### config.mk
export PLATFORM = sky130hd
export DESIGN_NAME = serial_baud_rate_generator
export DESIGN_NICKNAME = d
export VERILOG_FILES = /design/src/common/baud_gen_pkg.sv /design/src/common/timer_reload_if.sv /design/src/hw/reload_timer.sv /design/src/hw/serial_baud_rate_generator.sv
export VERILOG_INCLUDE_DIRS = /design/src /design/src/common
export SDC_FILE = /design/constraint.sdc
export NUM_CORES = 1
export LEC_CHECK = 0
export BUFFER_PORTS_ARGS = -buffer_cell sky130_fd_sc_hd__buf_2
export CAP_MARGIN = 25
export CELL_PAD_IN_SITES_DETAIL_PLACEMENT = 2
export CELL_PAD_IN_SITES_GLOBAL_PLACEMENT = 2
export CORE_ASPECT_RATIO = 1.4
export CORE_MARGIN = 5
export CORE_UTILIZATION = 40
export DETAILED_ROUTE_END_ITERATION = 8
export HOLD_SLACK_MARGIN = 0.02
export PLACE_DENSITY = 0.82
export SLEW_MARGIN = 0
export SYNTH_ARGS = -nofsm -noshare
export SYNTH_HDL_FRONTEND = slang
export SYNTH_SLANG_ARGS = --single-unit
export TNS_END_PERCENT = 50
### constraint.sdc
create_clock -name core_clk -period 2.36 [get_ports core_clk]
set_clock_uncertainty 0.2 [all_clocks]
set_input_delay 0.118 -clock core_clk [delete_from_list [all_inputs] [get_ports core_clk]]
set_output_delay 0.118 -clock core_clk [all_outputs]
set_load 0.1 [all_outputs]
### src/common/baud_gen_regs.svh
// Register addresses, field positions, reset values and divider counts of the baud generator
`ifndef BAUD_GEN_REGS_SVH
`define BAUD_GEN_REGS_SVH

`define ADDR_TIMER_CONTROL 8'h88
`define ADDR_TIMER_MODE 8'h89
`define ADDR_TIMER_LOW_BYTE 8'h8B
`define ADDR_RELOAD_HIGH_BYTE 8'h8D
`define ADDR_POWER_CONTROL 8'h87
`define ADDR_SERIAL_CONTROL 8'h98

`define BAUD_DOUBLER_BIT 7
`define SERIAL_MODE_HI_BIT 7
`define SERIAL_MODE_LO_BIT 6
`define TIMER1_OVERFLOW_BIT 7
`define TIMER1_RUN_BIT 6
`define TIMER1_MODE_HI_BIT 5
`define TIMER1_MODE_LO_BIT 4

`define RESET_POWER_CONTROL 8'h00
`define RESET_SERIAL_CONTROL 8'h00
`define RESET_TIMER_CONTROL 8'h00
`define RESET_TIMER_MODE 8'h00
`define RESET_RELOAD_HIGH_BYTE 8'h00
`define RESET_TIMER_LOW_BYTE 8'h00
`define UNMAPPED_READ 8'h00

`define MACHINE_CYCLE_OSC 4'hC
`define RATE_SCALE_NORMAL 6'h20
`define RATE_SCALE_DOUBLED 6'h10

`endif

### src/common/baud_gen_pkg.sv
// Types shared by the baud generator and its reload timer
package baud_gen_pkg;

   typedef enum logic [1:0] {
      SHIFT_FIXED = 2'b00,
      UART8_VARIABLE = 2'b01,
      UART9_FIXED = 2'b10,
      UART9_VARIABLE = 2'b11
   } serial_mode_t;

   typedef enum logic [1:0] {
      TIMER_13BIT = 2'b00,
      TIMER_16BIT = 2'b01,
      TIMER_AUTO_RELOAD = 2'b10,
      TIMER_STOPPED = 2'b11
   } timer_mode_t;

endpackage

### src/common/timer_reload_if.sv
// Signals between the baud generator and its auto-reload timer
interface timer_reload_if;
   import baud_gen_pkg::*;

   logic count_tick;
   logic run;
   timer_mode_t mode;
   logic [7:0] reload_value;
   logic load_strobe;
   logic [7:0] load_value;
   logic [7:0] low_byte;
   logic overflow;

   modport timer (
      input count_tick,
      input run,
      input mode,
      input reload_value,
      input load_strobe,
      input load_value,
      output low_byte,
      output overflow
   );

   modport ctrl (
      output count_tick,
      output run,
      output mode,
      output reload_value,
      output load_strobe,
      output load_value,
      input low_byte,
      input overflow
   );
endinterface

### src/hw/reload_timer.sv
// Eight-bit auto-reload timer feeding the serial rate divider
`include "baud_gen_regs.svh"

module reload_timer (
   input wire logic core_clk,
   input wire logic reset_n,
   timer_reload_if.timer tmr
);
   import baud_gen_pkg::*;

   logic counting;
   logic wrap;

   assign counting = tmr.run && tmr.count_tick && (tmr.mode == TIMER_AUTO_RELOAD);
   assign wrap = counting && (tmr.low_byte == 8'hFF);

   // Low byte counts machine cycles and reloads on wrap
   always_ff @(posedge core_clk or negedge reset_n)
   begin
      if (!reset_n)
      begin
         tmr.low_byte <= `RESET_TIMER_LOW_BYTE;
      end
      else if (tmr.load_strobe)
      begin
         tmr.low_byte <= tmr.load_value;
      end
      else if (wrap)
      begin
         tmr.low_byte <= tmr.reload_value;
      end
      else if (counting)
      begin
         tmr.low_byte <= tmr.low_byte + 8'h01;
      end
   end

   // One pulse per wrap
   always_ff @(posedge core_clk or negedge reset_n)
   begin
      if (!reset_n)
      begin
         tmr.overflow <= 1'b0;
      end
      else
      begin
         tmr.overflow <= wrap && !tmr.load_strobe;
      end
   end
endmodule

### src/hw/serial_baud_rate_generator.sv
// Serial port bit-rate generator with its special function registers
`include "baud_gen_regs.svh"

// Contract
// - Mode 0 shifts at oscillator over twelve
// - Mode 1 rate comes from timer overflows
// - Timer rate is K*osc/(32*12*(256-reload))
// - K is 1, or 2 with doubler
// - Doubler is bit 7 at address 87H
// - Mode 2 is osc/32 doubled, osc/64 otherwise
// - Mode 2 uses phase-2 clock, no timer
// - Mode 3 rate set up like mode 1
// - Mode field decodes the four serial modes
// - Timer mode 10 is 8-bit auto-reload
module serial_baud_rate_generator (
   input wire logic core_clk,
   input wire logic reset_n,
   input wire logic [7:0] sfr_addr,
   input wire logic sfr_wr,
   input wire logic [7:0] sfr_wdata,
   input wire logic sfr_rd,
   output logic [7:0] sfr_rdata,
   output logic baud_tick,
   output baud_gen_pkg::serial_mode_t serial_mode,
   output logic timer_overflow
);
   import baud_gen_pkg::*;

   logic [7:0] power_control_reg;
   logic [7:0] serial_control_reg;
   logic [7:0] timer_control_reg;
   logic [7:0] timer_mode_reg;
   logic [7:0] reload_high_byte_reg;
   logic [3:0] machine_cnt_reg;
   logic machine_tick;
   logic phase_reg;
   logic phase2_tick;
   logic [5:0] fixed_cnt_reg;
   logic [5:0] timer_div_reg;
   logic [5:0] scale_limit;
   logic baud_doubler;
   logic mode_write;
   serial_mode_t mode_next;
   logic baud_next;

   timer_reload_if tif ();

   // Scale for both the mode 2 divider and the timer divider
   function automatic logic [5:0] rate_scale(input logic doubler);
      if (doubler)
      begin
         return `RATE_SCALE_DOUBLED;
      end
      return `RATE_SCALE_NORMAL;
   endfunction

   // Serial mode field decode
   function automatic serial_mode_t decode_mode(input logic [7:0] ctrl);
      return serial_mode_t'({ctrl[`SERIAL_MODE_HI_BIT], ctrl[`SERIAL_MODE_LO_BIT]});
   endfunction

   function automatic logic hit(input logic [7:0] addr, input logic [7:0] target);
      return addr == target;
   endfunction

   assign baud_doubler = power_control_reg[`BAUD_DOUBLER_BIT];
   assign scale_limit = rate_scale(baud_doubler);
   assign mode_write = sfr_wr && hit(sfr_addr, `ADDR_SERIAL_CONTROL);
   assign mode_next = decode_mode(serial_control_reg);

   // Byte-wide register writes
   always_ff @(posedge core_clk or negedge reset_n)
   begin
      if (!reset_n)
      begin
         power_control_reg <= `RESET_POWER_CONTROL;
         serial_control_reg <= `RESET_SERIAL_CONTROL;
         timer_mode_reg <= `RESET_TIMER_MODE;
         reload_high_byte_reg <= `RESET_RELOAD_HIGH_BYTE;
      end
      else if (sfr_wr)
      begin
         if (hit(sfr_addr, `ADDR_POWER_CONTROL))
         begin
            power_control_reg <= sfr_wdata;
         end
         if (mode_write)
         begin
            serial_control_reg <= sfr_wdata;
         end
         if (hit(sfr_addr, `ADDR_TIMER_MODE))
         begin
            timer_mode_reg <= sfr_wdata;
         end
         if (hit(sfr_addr, `ADDR_RELOAD_HIGH_BYTE))
         begin
            reload_high_byte_reg <= sfr_wdata;
         end
      end
   end

   // Timer control; the overflow flag set wins over a write that clears it
   always_ff @(posedge core_clk or negedge reset_n)
   begin
      if (!reset_n)
      begin
         timer_control_reg <= `RESET_TIMER_CONTROL;
      end
      else
      begin
         if (sfr_wr && hit(sfr_addr, `ADDR_TIMER_CONTROL))
         begin
            timer_control_reg <= sfr_wdata;
         end
         if (tif.overflow)
         begin
            timer_control_reg[`TIMER1_OVERFLOW_BIT] <= 1'b1;
         end
      end
   end

   // Machine cycle prescaler, one tick per twelve oscillator periods
   always_ff @(posedge core_clk or negedge reset_n)
   begin
      if (!reset_n)
      begin
         machine_cnt_reg <= 4'h0;
      end
      else if (machine_cnt_reg == `MACHINE_CYCLE_OSC - 4'h1)
      begin
         machine_cnt_reg <= 4'h0;
      end
      else
      begin
         machine_cnt_reg <= machine_cnt_reg + 4'h1;
      end
   end

   assign machine_tick = (machine_cnt_reg == `MACHINE_CYCLE_OSC - 4'h1);

   // Internal phase-2 clock, one enable every second oscillator period
   always_ff @(posedge core_clk or negedge reset_n)
   begin
      if (!reset_n)
      begin
         phase_reg <= 1'b0;
      end
      else
      begin
         phase_reg <= !phase_reg;
      end
   end

   assign phase2_tick = phase_reg;

   // Timer link
   assign tif.count_tick = machine_tick;
   assign tif.run = timer_control_reg[`TIMER1_RUN_BIT];
   assign tif.mode = timer_mode_t'({timer_mode_reg[`TIMER1_MODE_HI_BIT],
                                    timer_mode_reg[`TIMER1_MODE_LO_BIT]});
   assign tif.reload_value = reload_high_byte_reg;
   assign tif.load_strobe = sfr_wr && hit(sfr_addr, `ADDR_TIMER_LOW_BYTE);
   assign tif.load_value = sfr_wdata;

   reload_timer u_timer (
      .core_clk(core_clk),
      .reset_n(reset_n),
      .tmr(tif.timer)
   );

   // Mode 2 divider counts phase-2 enables
   always_ff @(posedge core_clk or negedge reset_n)
   begin
      if (!reset_n)
      begin
         fixed_cnt_reg <= 6'h00;
      end
      else if (mode_write)
      begin
         fixed_cnt_reg <= 6'h00;
      end
      else if (phase2_tick)
      begin
         if (fixed_cnt_reg >= scale_limit - 6'h01)
         begin
            fixed_cnt_reg <= 6'h00;
         end
         else
         begin
            fixed_cnt_reg <= fixed_cnt_reg + 6'h01;
         end
      end
   end

   // Timer-driven divider counts overflow pulses
   always_ff @(posedge core_clk or negedge reset_n)
   begin
      if (!reset_n)
      begin
         timer_div_reg <= 6'h00;
      end
      else if (mode_write)
      begin
         timer_div_reg <= 6'h00;
      end
      else if (tif.overflow)
      begin
         if (timer_div_reg >= scale_limit - 6'h01)
         begin
            timer_div_reg <= 6'h00;
         end
         else
         begin
            timer_div_reg <= timer_div_reg + 6'h01;
         end
      end
   end

   // Rate source selection by serial mode
   always_comb
   begin
      case (serial_mode)
         SHIFT_FIXED:
         begin
            baud_next = machine_tick;
         end
         UART8_VARIABLE:
         begin
            baud_next = tif.overflow && (timer_div_reg >= scale_limit - 6'h01);
         end
         UART9_FIXED:
         begin
            baud_next = phase2_tick && (fixed_cnt_reg >= scale_limit - 6'h01);
         end
         UART9_VARIABLE:
         begin
            baud_next = tif.overflow && (timer_div_reg >= scale_limit - 6'h01);
         end
         default:
         begin
            baud_next = 1'b0;
         end
      endcase
   end

   // Registered outputs
   always_ff @(posedge core_clk or negedge reset_n)
   begin
      if (!reset_n)
      begin
         serial_mode <= SHIFT_FIXED;
         baud_tick <= 1'b0;
         timer_overflow <= 1'b0;
      end
      else
      begin
         serial_mode <= mode_next;
         baud_tick <= baud_next && !mode_write;
         timer_overflow <= tif.overflow;
      end
   end

   // Registered read data, zero for unmapped addresses
   always_ff @(posedge core_clk or negedge reset_n)
   begin
      if (!reset_n)
      begin
         sfr_rdata <= `UNMAPPED_READ;
      end
      else if (sfr_rd)
      begin
         case (sfr_addr)
            `ADDR_POWER_CONTROL: sfr_rdata <= power_control_reg;
            `ADDR_SERIAL_CONTROL: sfr_rdata <= serial_control_reg;
            `ADDR_TIMER_CONTROL: sfr_rdata <= timer_control_reg;
            `ADDR_TIMER_MODE: sfr_rdata <= timer_mode_reg;
            `ADDR_TIMER_LOW_BYTE: sfr_rdata <= tif.low_byte;
            `ADDR_RELOAD_HIGH_BYTE: sfr_rdata <= reload_high_byte_reg;
            default: sfr_rdata <= `UNMAPPED_READ;
         endcase
      end
   end
endmodule

==> flow_summary.ini, run 1 <==
[status]
status = finished, final reports clean

[logic_synthesis]
ys_seq_area_share_pct = 50.5
synth_common_cells = dfrtp_1 (78), mux2_2 (42), nand2_1 (24), nor2_1 (24), a22o_1 (16)
synth_area_leaders = dfrtp_1 (51%), mux2_2 (12%), a22o_1 (3.6%)
syn_avg_cell_area_um2 = 11.1
synth_cells = 348
synth-xor-area-share_pct = 0.453
synth_top_family_by_area = simple AND/OR/NAND/NOR gates
synthArstFlopShare_pct = 100
yosys.area_share.simple_pct = 17.6
synth_compound_area_share_pct = 14.5
synth_top_flop_cell = dfrtp_1
synthMuxAreaShare_pct = 12.8
synth_nets = 374
netlist_area_mm2 = 0.00386
synth_top_area_share_pct = 50.5
yosys_warnings = 0
synth.most_common_cell = dfrtp_1
synth_adder_area_share_pct = 1.94
synth_edf_count = 0
post_synth_num_cell_types = 47
ys_ff_latch = 78
yosysTopAreaCell = dfrtp_1

[timing]
worstMarginPinSlew_ns = 0.731
slew_headroom_pct = 51.2
period_minus_slack_ns = 2.17
worst_hold_slack_ns = 0.115
slew_violations = 0
layout_worst_path_cycle_share_pct = 91.8
setup_viol = 0
rsz0062_at_grt = no
fin_tns_setup_ns = 0
hold_violations = 0
fin_ws_ns = 0.194
fmax_mhz = 462

[power]
seqPwrFrac_pct = 41.6
p_switching_mw = 1.14
swShare_pct = 30.3
power.total_mw = 3.75
leakage_nw = 2.14
clock_power_share_pct = 41.3
powerDensity_mw_per_mm2 = 816
power.internal_mw = 2.61
p_comb_share_pct = 17.1
max-vdd-ir-drop_mv = 0.581

[worst_setup_path]
critPathLaunchType = register
path_class = register to register
r2r_cells = 5
r2r-end = u_timer.tmr.low_byte[6]
cp_data_arrival_time_ns = 2.19
cp.required_ns = 2.38
r2r-start = machine_cnt_reg[0]
reg2reg_slack_ns = 0.19
path_max_fanout = 7
endpoint_kind = register

[final_layout]
layout.nets = 418
antenna_cells = 0
syn_to_final_growth_pct = 18.8
drive_above_1_share_pct = 26.7
regArea_mm2 = 0.00195
fillCellCount = 952
multi_input_area_mm2 = 0.00183
utilization_pct = 48.5

[global_route]
grt_util_met3_pct = 5.39
grt_overflow = 0
grt_pass1_wl_um = 21800
first_global_vias = 3674
track_usage_pct = 24.9
grt_busiest_layer = met2
met1_usage_pct = 26.7
grt_antenna_before_repair = 0
grt_max_degree = 44
use_met2_pct = 45.1

[detailed_routing]
wirelength_um = 13500
via_count = 3183
drtIter0Drc = 119
drtAntennaViolNets = 0
vias_per_cell = 6.28
wl_per_cell_um = 26.7
drc = 0
firstDrtPassIters = 4

[clocking]
clk_pin_slew_ns = 0.08
clock-sinks = 78
clk_latency_ns = 0.36
clockBufferDepth = 2
post_cts_buffers = 0
cts_root_buf = clkbuf_16
cts_made_buffers = 9
h-tree-depth = 3
cts_tree = yes

[floorplan]
coreArea_mm2 = 0.00946
io_pins = 32
fp-row-count = 42
die_y_um = 126
start_util_pct = 40.9
dieWidth_um = 93.1
dieArea_mm2 = 0.0118

[worst_hold_path]
hp-class = input pin to async pin

[placed_design]
pre_cts_ws_ns = 0.177
dp_hpwl_um = 8670
gp_congestion = 0.841
portBuffers = 31

[job]
max-cap-violations = 0
-- routing by layer --
layer	up-vias	part of all wire, %
li1	1404	-
met1	1676	37
met2	68	56
met3	35	3.3
met4	0	3.9
met5	-	0
-- worst max-delay path, cell delays in order (launching register included) --
cell	delay, ns
dfrtp_1	0.38
ha_1	0.22
nand3b_1	0.35
nor4_1	0.55
and3_1	0.25
o31ai_1	0.07
-- metrics by stage --
| step | instances | cell area (µm²) |
|---|---|---|
| global route | 507 | 4590 |
| global placement | 481 | 4170 |
| finish | 507 | 4590 |
| detailed placement | 481 | 4170 |
| floorplan | 348 | 3860 |
| CTS | 507 | 4590 |
-- how the worst max path moves through the flow --
stage / from / to / slack, ns
floorplan: sfr_addr[5] / serial_control_reg[7] / 0.52
global placement: sfr_addr[5] / timer_mode_reg[7] / 0.24
detailed placement: sfr_addr[1] / reload_high_byte_reg[1] / 0.18
CTS: machine_cnt_reg[0] / u_timer.tmr.low_byte[1] / 0.27
global route: machine_cnt_reg[0] / u_timer.tmr.low_byte[6] / 0.09
finish: machine_cnt_reg[0] / u_timer.tmr.low_byte[6] / 0.19
-- cell families (layout without fill, tap and decap cells) --
| kind of cell | count (synthesis) | in the layout |
|---|---|---|
| AND/OR/NAND/NOR | 117 | 117 |
| AO/OA/AOI/OAI | 80 | 80 |
| flip-flops | 78 | 78 |
| multiplexers | 44 | 44 |
| buffers and inverters | 21 | 70 |
| adder cells (fa/ha/maj) | 6 | 6 |
| XOR/XNOR | 2 | 2 |
-- repair_timing --
| item | in CTS | in global routing |
|---|---|---|
| hold endpoints to repair | 131 | 0 |
| gates resized for setup | 0 | 0 |
| setup endpoints to repair | 0 | 0 |
| hold buffers | 10 | 0 |
-- power by group through the flow --
stage	Combinational (mW)	Sequential [mW]	Clock, mW
finish	0.640	1.56	1.55
global route	0.709	1.57	1.63
CTS	0.642	1.56	1.55
detailed placement	0.604	1.57	0
global placement	0.568	1.56	0
floorplan	0.340	1.62	0
-- layout by cell type (no fill, tap or decap), types with 2 or more instances in the layout --
master,netlist,final
and3_1,10,10
a211oi_1,2,2
o31ai_1,6,6
and4_1,7,7
dlygate4sd3_1,0,10
mux2_2,42,42
clkinv_4,0,3
a22o_1,16,16
buf_2,4,30
o21ai_0,10,10
and2_1,4,4
nand2_1,24,24
or2_2,3,3
a21oi_1,15,15
nand3_1,10,10
nor2b_1,4,4
nand3b_1,4,4
nand2b_1,5,5
inv_1,4,4
buf_4,1,9
clkbuf_16,0,9
o22ai_1,2,2
nand4_1,4,4
o221ai_1,2,2
a22oi_1,12,12
ha_1,6,6
nand4b_1,4,4
or4_1,2,2
mux2i_1,2,2
nor3_1,4,4
bufinv_16,0,2
a31oi_1,8,8
dfrtp_1,78,78
xnor2_1,2,2
nor2_1,24,24
a222oi_1,2,2
-- layout make-up --
class / instances / share of cell area, %
Clock inverter: 7 / 2.15
Inverter: 4 / 0.327
Multi-Input combinational cell: 249 / 39.8
Tap cell: 110 / 3.00
Clock buffer: 9 / 4.90
Timing Repair Buffer: 50 / 7.36
Sequential cell: 78 / 42.5
(Power assumes the default switching activity.)
==> inputs of run 2 (changes only) <==
--- a/config.mk
+++ b/config.mk
@@ -8,14 +8,12 @@
 export LEC_CHECK = 0
 export BUFFER_PORTS_ARGS = -buffer_cell sky130_fd_sc_hd__buf_2
 export CAP_MARGIN = 25
-export CELL_PAD_IN_SITES_DETAIL_PLACEMENT = 2
-export CELL_PAD_IN_SITES_GLOBAL_PLACEMENT = 2
 export CORE_ASPECT_RATIO = 1.4
 export CORE_MARGIN = 5
-export CORE_UTILIZATION = 40
+export CORE_UTILIZATION = 53
 export DETAILED_ROUTE_END_ITERATION = 8
 export HOLD_SLACK_MARGIN = 0.02
-export PLACE_DENSITY = 0.82
+export PLACE_DENSITY = 0.74
 export SLEW_MARGIN = 0
 export SYNTH_ARGS = -nofsm -noshare
 export SYNTH_HDL_FRONTEND = slang
==> flow_summary.ini, run 2 (synthesized netlist as in run 1, its figures left out) <==
[global_route]
grt_busiest_layer = met2
met1_usage_pct = 30.5
grt_util_met3_pct = 3.82
grt_pass1_wl_um = 15500
first_global_vias = 3043
use_met2_pct = 35.0
track_usage_pct = 22.6
grt_antenna_before_repair = 0
grt_max_degree = 43
grt_overflow = 0

[timing]
worstMarginPinSlew_ns = 0.587
fin_tns_setup_ns = 0
period_minus_slack_ns = 1.98
rsz0062_at_grt = no
slew_violations = 0
slew_headroom_pct = 60.8
hold_violations = 0
worst_hold_slack_ns = 0.0840
layout_worst_path_cycle_share_pct = 83.8
setup_viol = 0
fmax_mhz = 506
fin_ws_ns = 0.382

[job]
max-cap-violations = 0

[final_layout]
syn_to_final_growth_pct = 14.4
layout.cells.most_common_list = dfrtp_1 (78), mux2_2 (42), buf_2 (30), nor2_1 (24), nand2_1 (24)
layout_commonest_cell = dfrtp_1
drive_above_1_share_pct = 26.1
layout.nets = 417

[power]
seqPwrFrac_pct = 50.5
max-vdd-ir-drop_mv = 0.378
powerDensity_mw_per_mm2 = 690
power.internal_mw = 2.14
clock_power_share_pct = 30.6
leakage_nw = 2.07
p_switching_mw = 0.904
power.total_mw = 3.05
p_comb_share_pct = 18.9
swShare_pct = 29.7

[worst_setup_path]
path_max_fanout = 8
cp.required_ns = 2.43
cp_data_arrival_time_ns = 2.04
r2r-end = u_timer.tmr.low_byte[5]
critPathLaunchType = register
crit_family = simple AND/OR/NAND/NOR gates
path_class = register to register
path_buf_inv = 0
slowest_stage = nor2_1
path_cells = ha_1 -> nand3b_1 -> nor2_1 -> o221ai_1 -> o21ai_0
r2r_cells = 5
r2r-start = machine_cnt_reg[0]
reg2reg_slack_ns = 0.38
cpPeakStageDelay_ns = 0.50
endpoint_kind = register

[floorplan]
dieArea_mm2 = 0.00912
coreArea_mm2 = 0.00703
io_pins = 32
start_util_pct = 55.0
die_y_um = 111
fp-row-count = 36
dieWidth_um = 82.2

[clocking]
clock-sinks = 78
clockBufferDepth = 2
cts_root_buf = clkbuf_8
clk_latency_ns = 0.35
clk_pin_slew_ns = 0.08
h-tree-depth = 3
post_cts_buffers = 0
cts_made_buffers = 9
cts_tree = yes

[placed_design]
gp_congestion = 1.01
portBuffers = 31
pre_cts_ws_ns = 0.335
dp_hpwl_um = 6700

[detailed_routing]
drtAntennaViolNets = 0
vias_per_cell = 6.05
wirelength_um = 9170
drc = 0
via_count = 2965
wl_per_cell_um = 18.7
drtIter0Drc = 176
firstDrtPassIters = 4

[status]
status = finished, final reports clean

[worst_hold_path]
hp-class = input pin to async pin
-- run 2: cell types whose count changed in the layout (fill, tap and decap cells not counted), sizes merged --
| cell | before | now |
|---|---|---|
| buf | 40 | 39 |
| diode | 0 | 1 |
| bufinv | 2 | 1 |
| clkinv | 4 | 3 |
-- run 2: area by class of cell --
class	instances	area, µm²
fillers	592	2610
flip-flops and latches	78	1950
multi-input cells	249	1830
repair buffers	49	330
clock buffers	9	124
well taps	95	119
clock inverters	5	52.6
inverters	4	15.0
diodes	1	2.50
-- run 2: power groups by stage --
stage | logic (mW) | clock network, mW | registers, mW
final | 0.577 | 0.933 | 1.54
after CTS | 0.578 | 0.955 | 1.54
after global placement | 0.553 | 0 | 1.56
after global routing | 0.651 | 1.01 | 1.55
after floorplan | 0.340 | 0 | 1.62
after detailed placement | 0.565 | 0 | 1.56
-- run 2: worst max path at each step --
| stage | slack (ns) | to | cells after the start | startpoint |
|---|---|---|---|---|
| 6_report | 0.38 | u_timer.tmr.low_byte[5] | 5 | machine_cnt_reg[0] |
| 5_1_grt | 0.18 | u_timer.tmr.low_byte[5] | 5 | machine_cnt_reg[0] |
| 4_1_cts | 0.39 | u_timer.tmr.low_byte[3] | 5 | machine_cnt_reg[0] |
| 3_5_place_dp | 0.33 | timer_mode_reg[7] | 5 | sfr_addr[5] |
| 3_3_place_gp | 0.38 | timer_mode_reg[6] | 5 | sfr_addr[5] |
| 2_1_floorplan | 0.52 | serial_control_reg[7] | 4 | sfr_addr[5] |
-- run 2: layer usage --
metal  vias up  routed length (µm)
met1      1485                3920
li1       1394                   -
met2        63                4530
met3        23                 363
met5         -                   0
met4         0                 348
-- run 2: timing repair --
action,4_1_cts,5_1_grt
resized for setup,0,0
hold buffers,10,0
hold endpoints to repair,133,0
-- run 2: metrics by stage --
step                utilization [%]  std cells  area (µm²)
finish                         62.9        490        4420
global route                   62.9        489        4420
CTS                            62.9        489        4420
detailed placement             58.9        465        4140
global placement               58.9        465        4140
floorplan                         -        348        3860
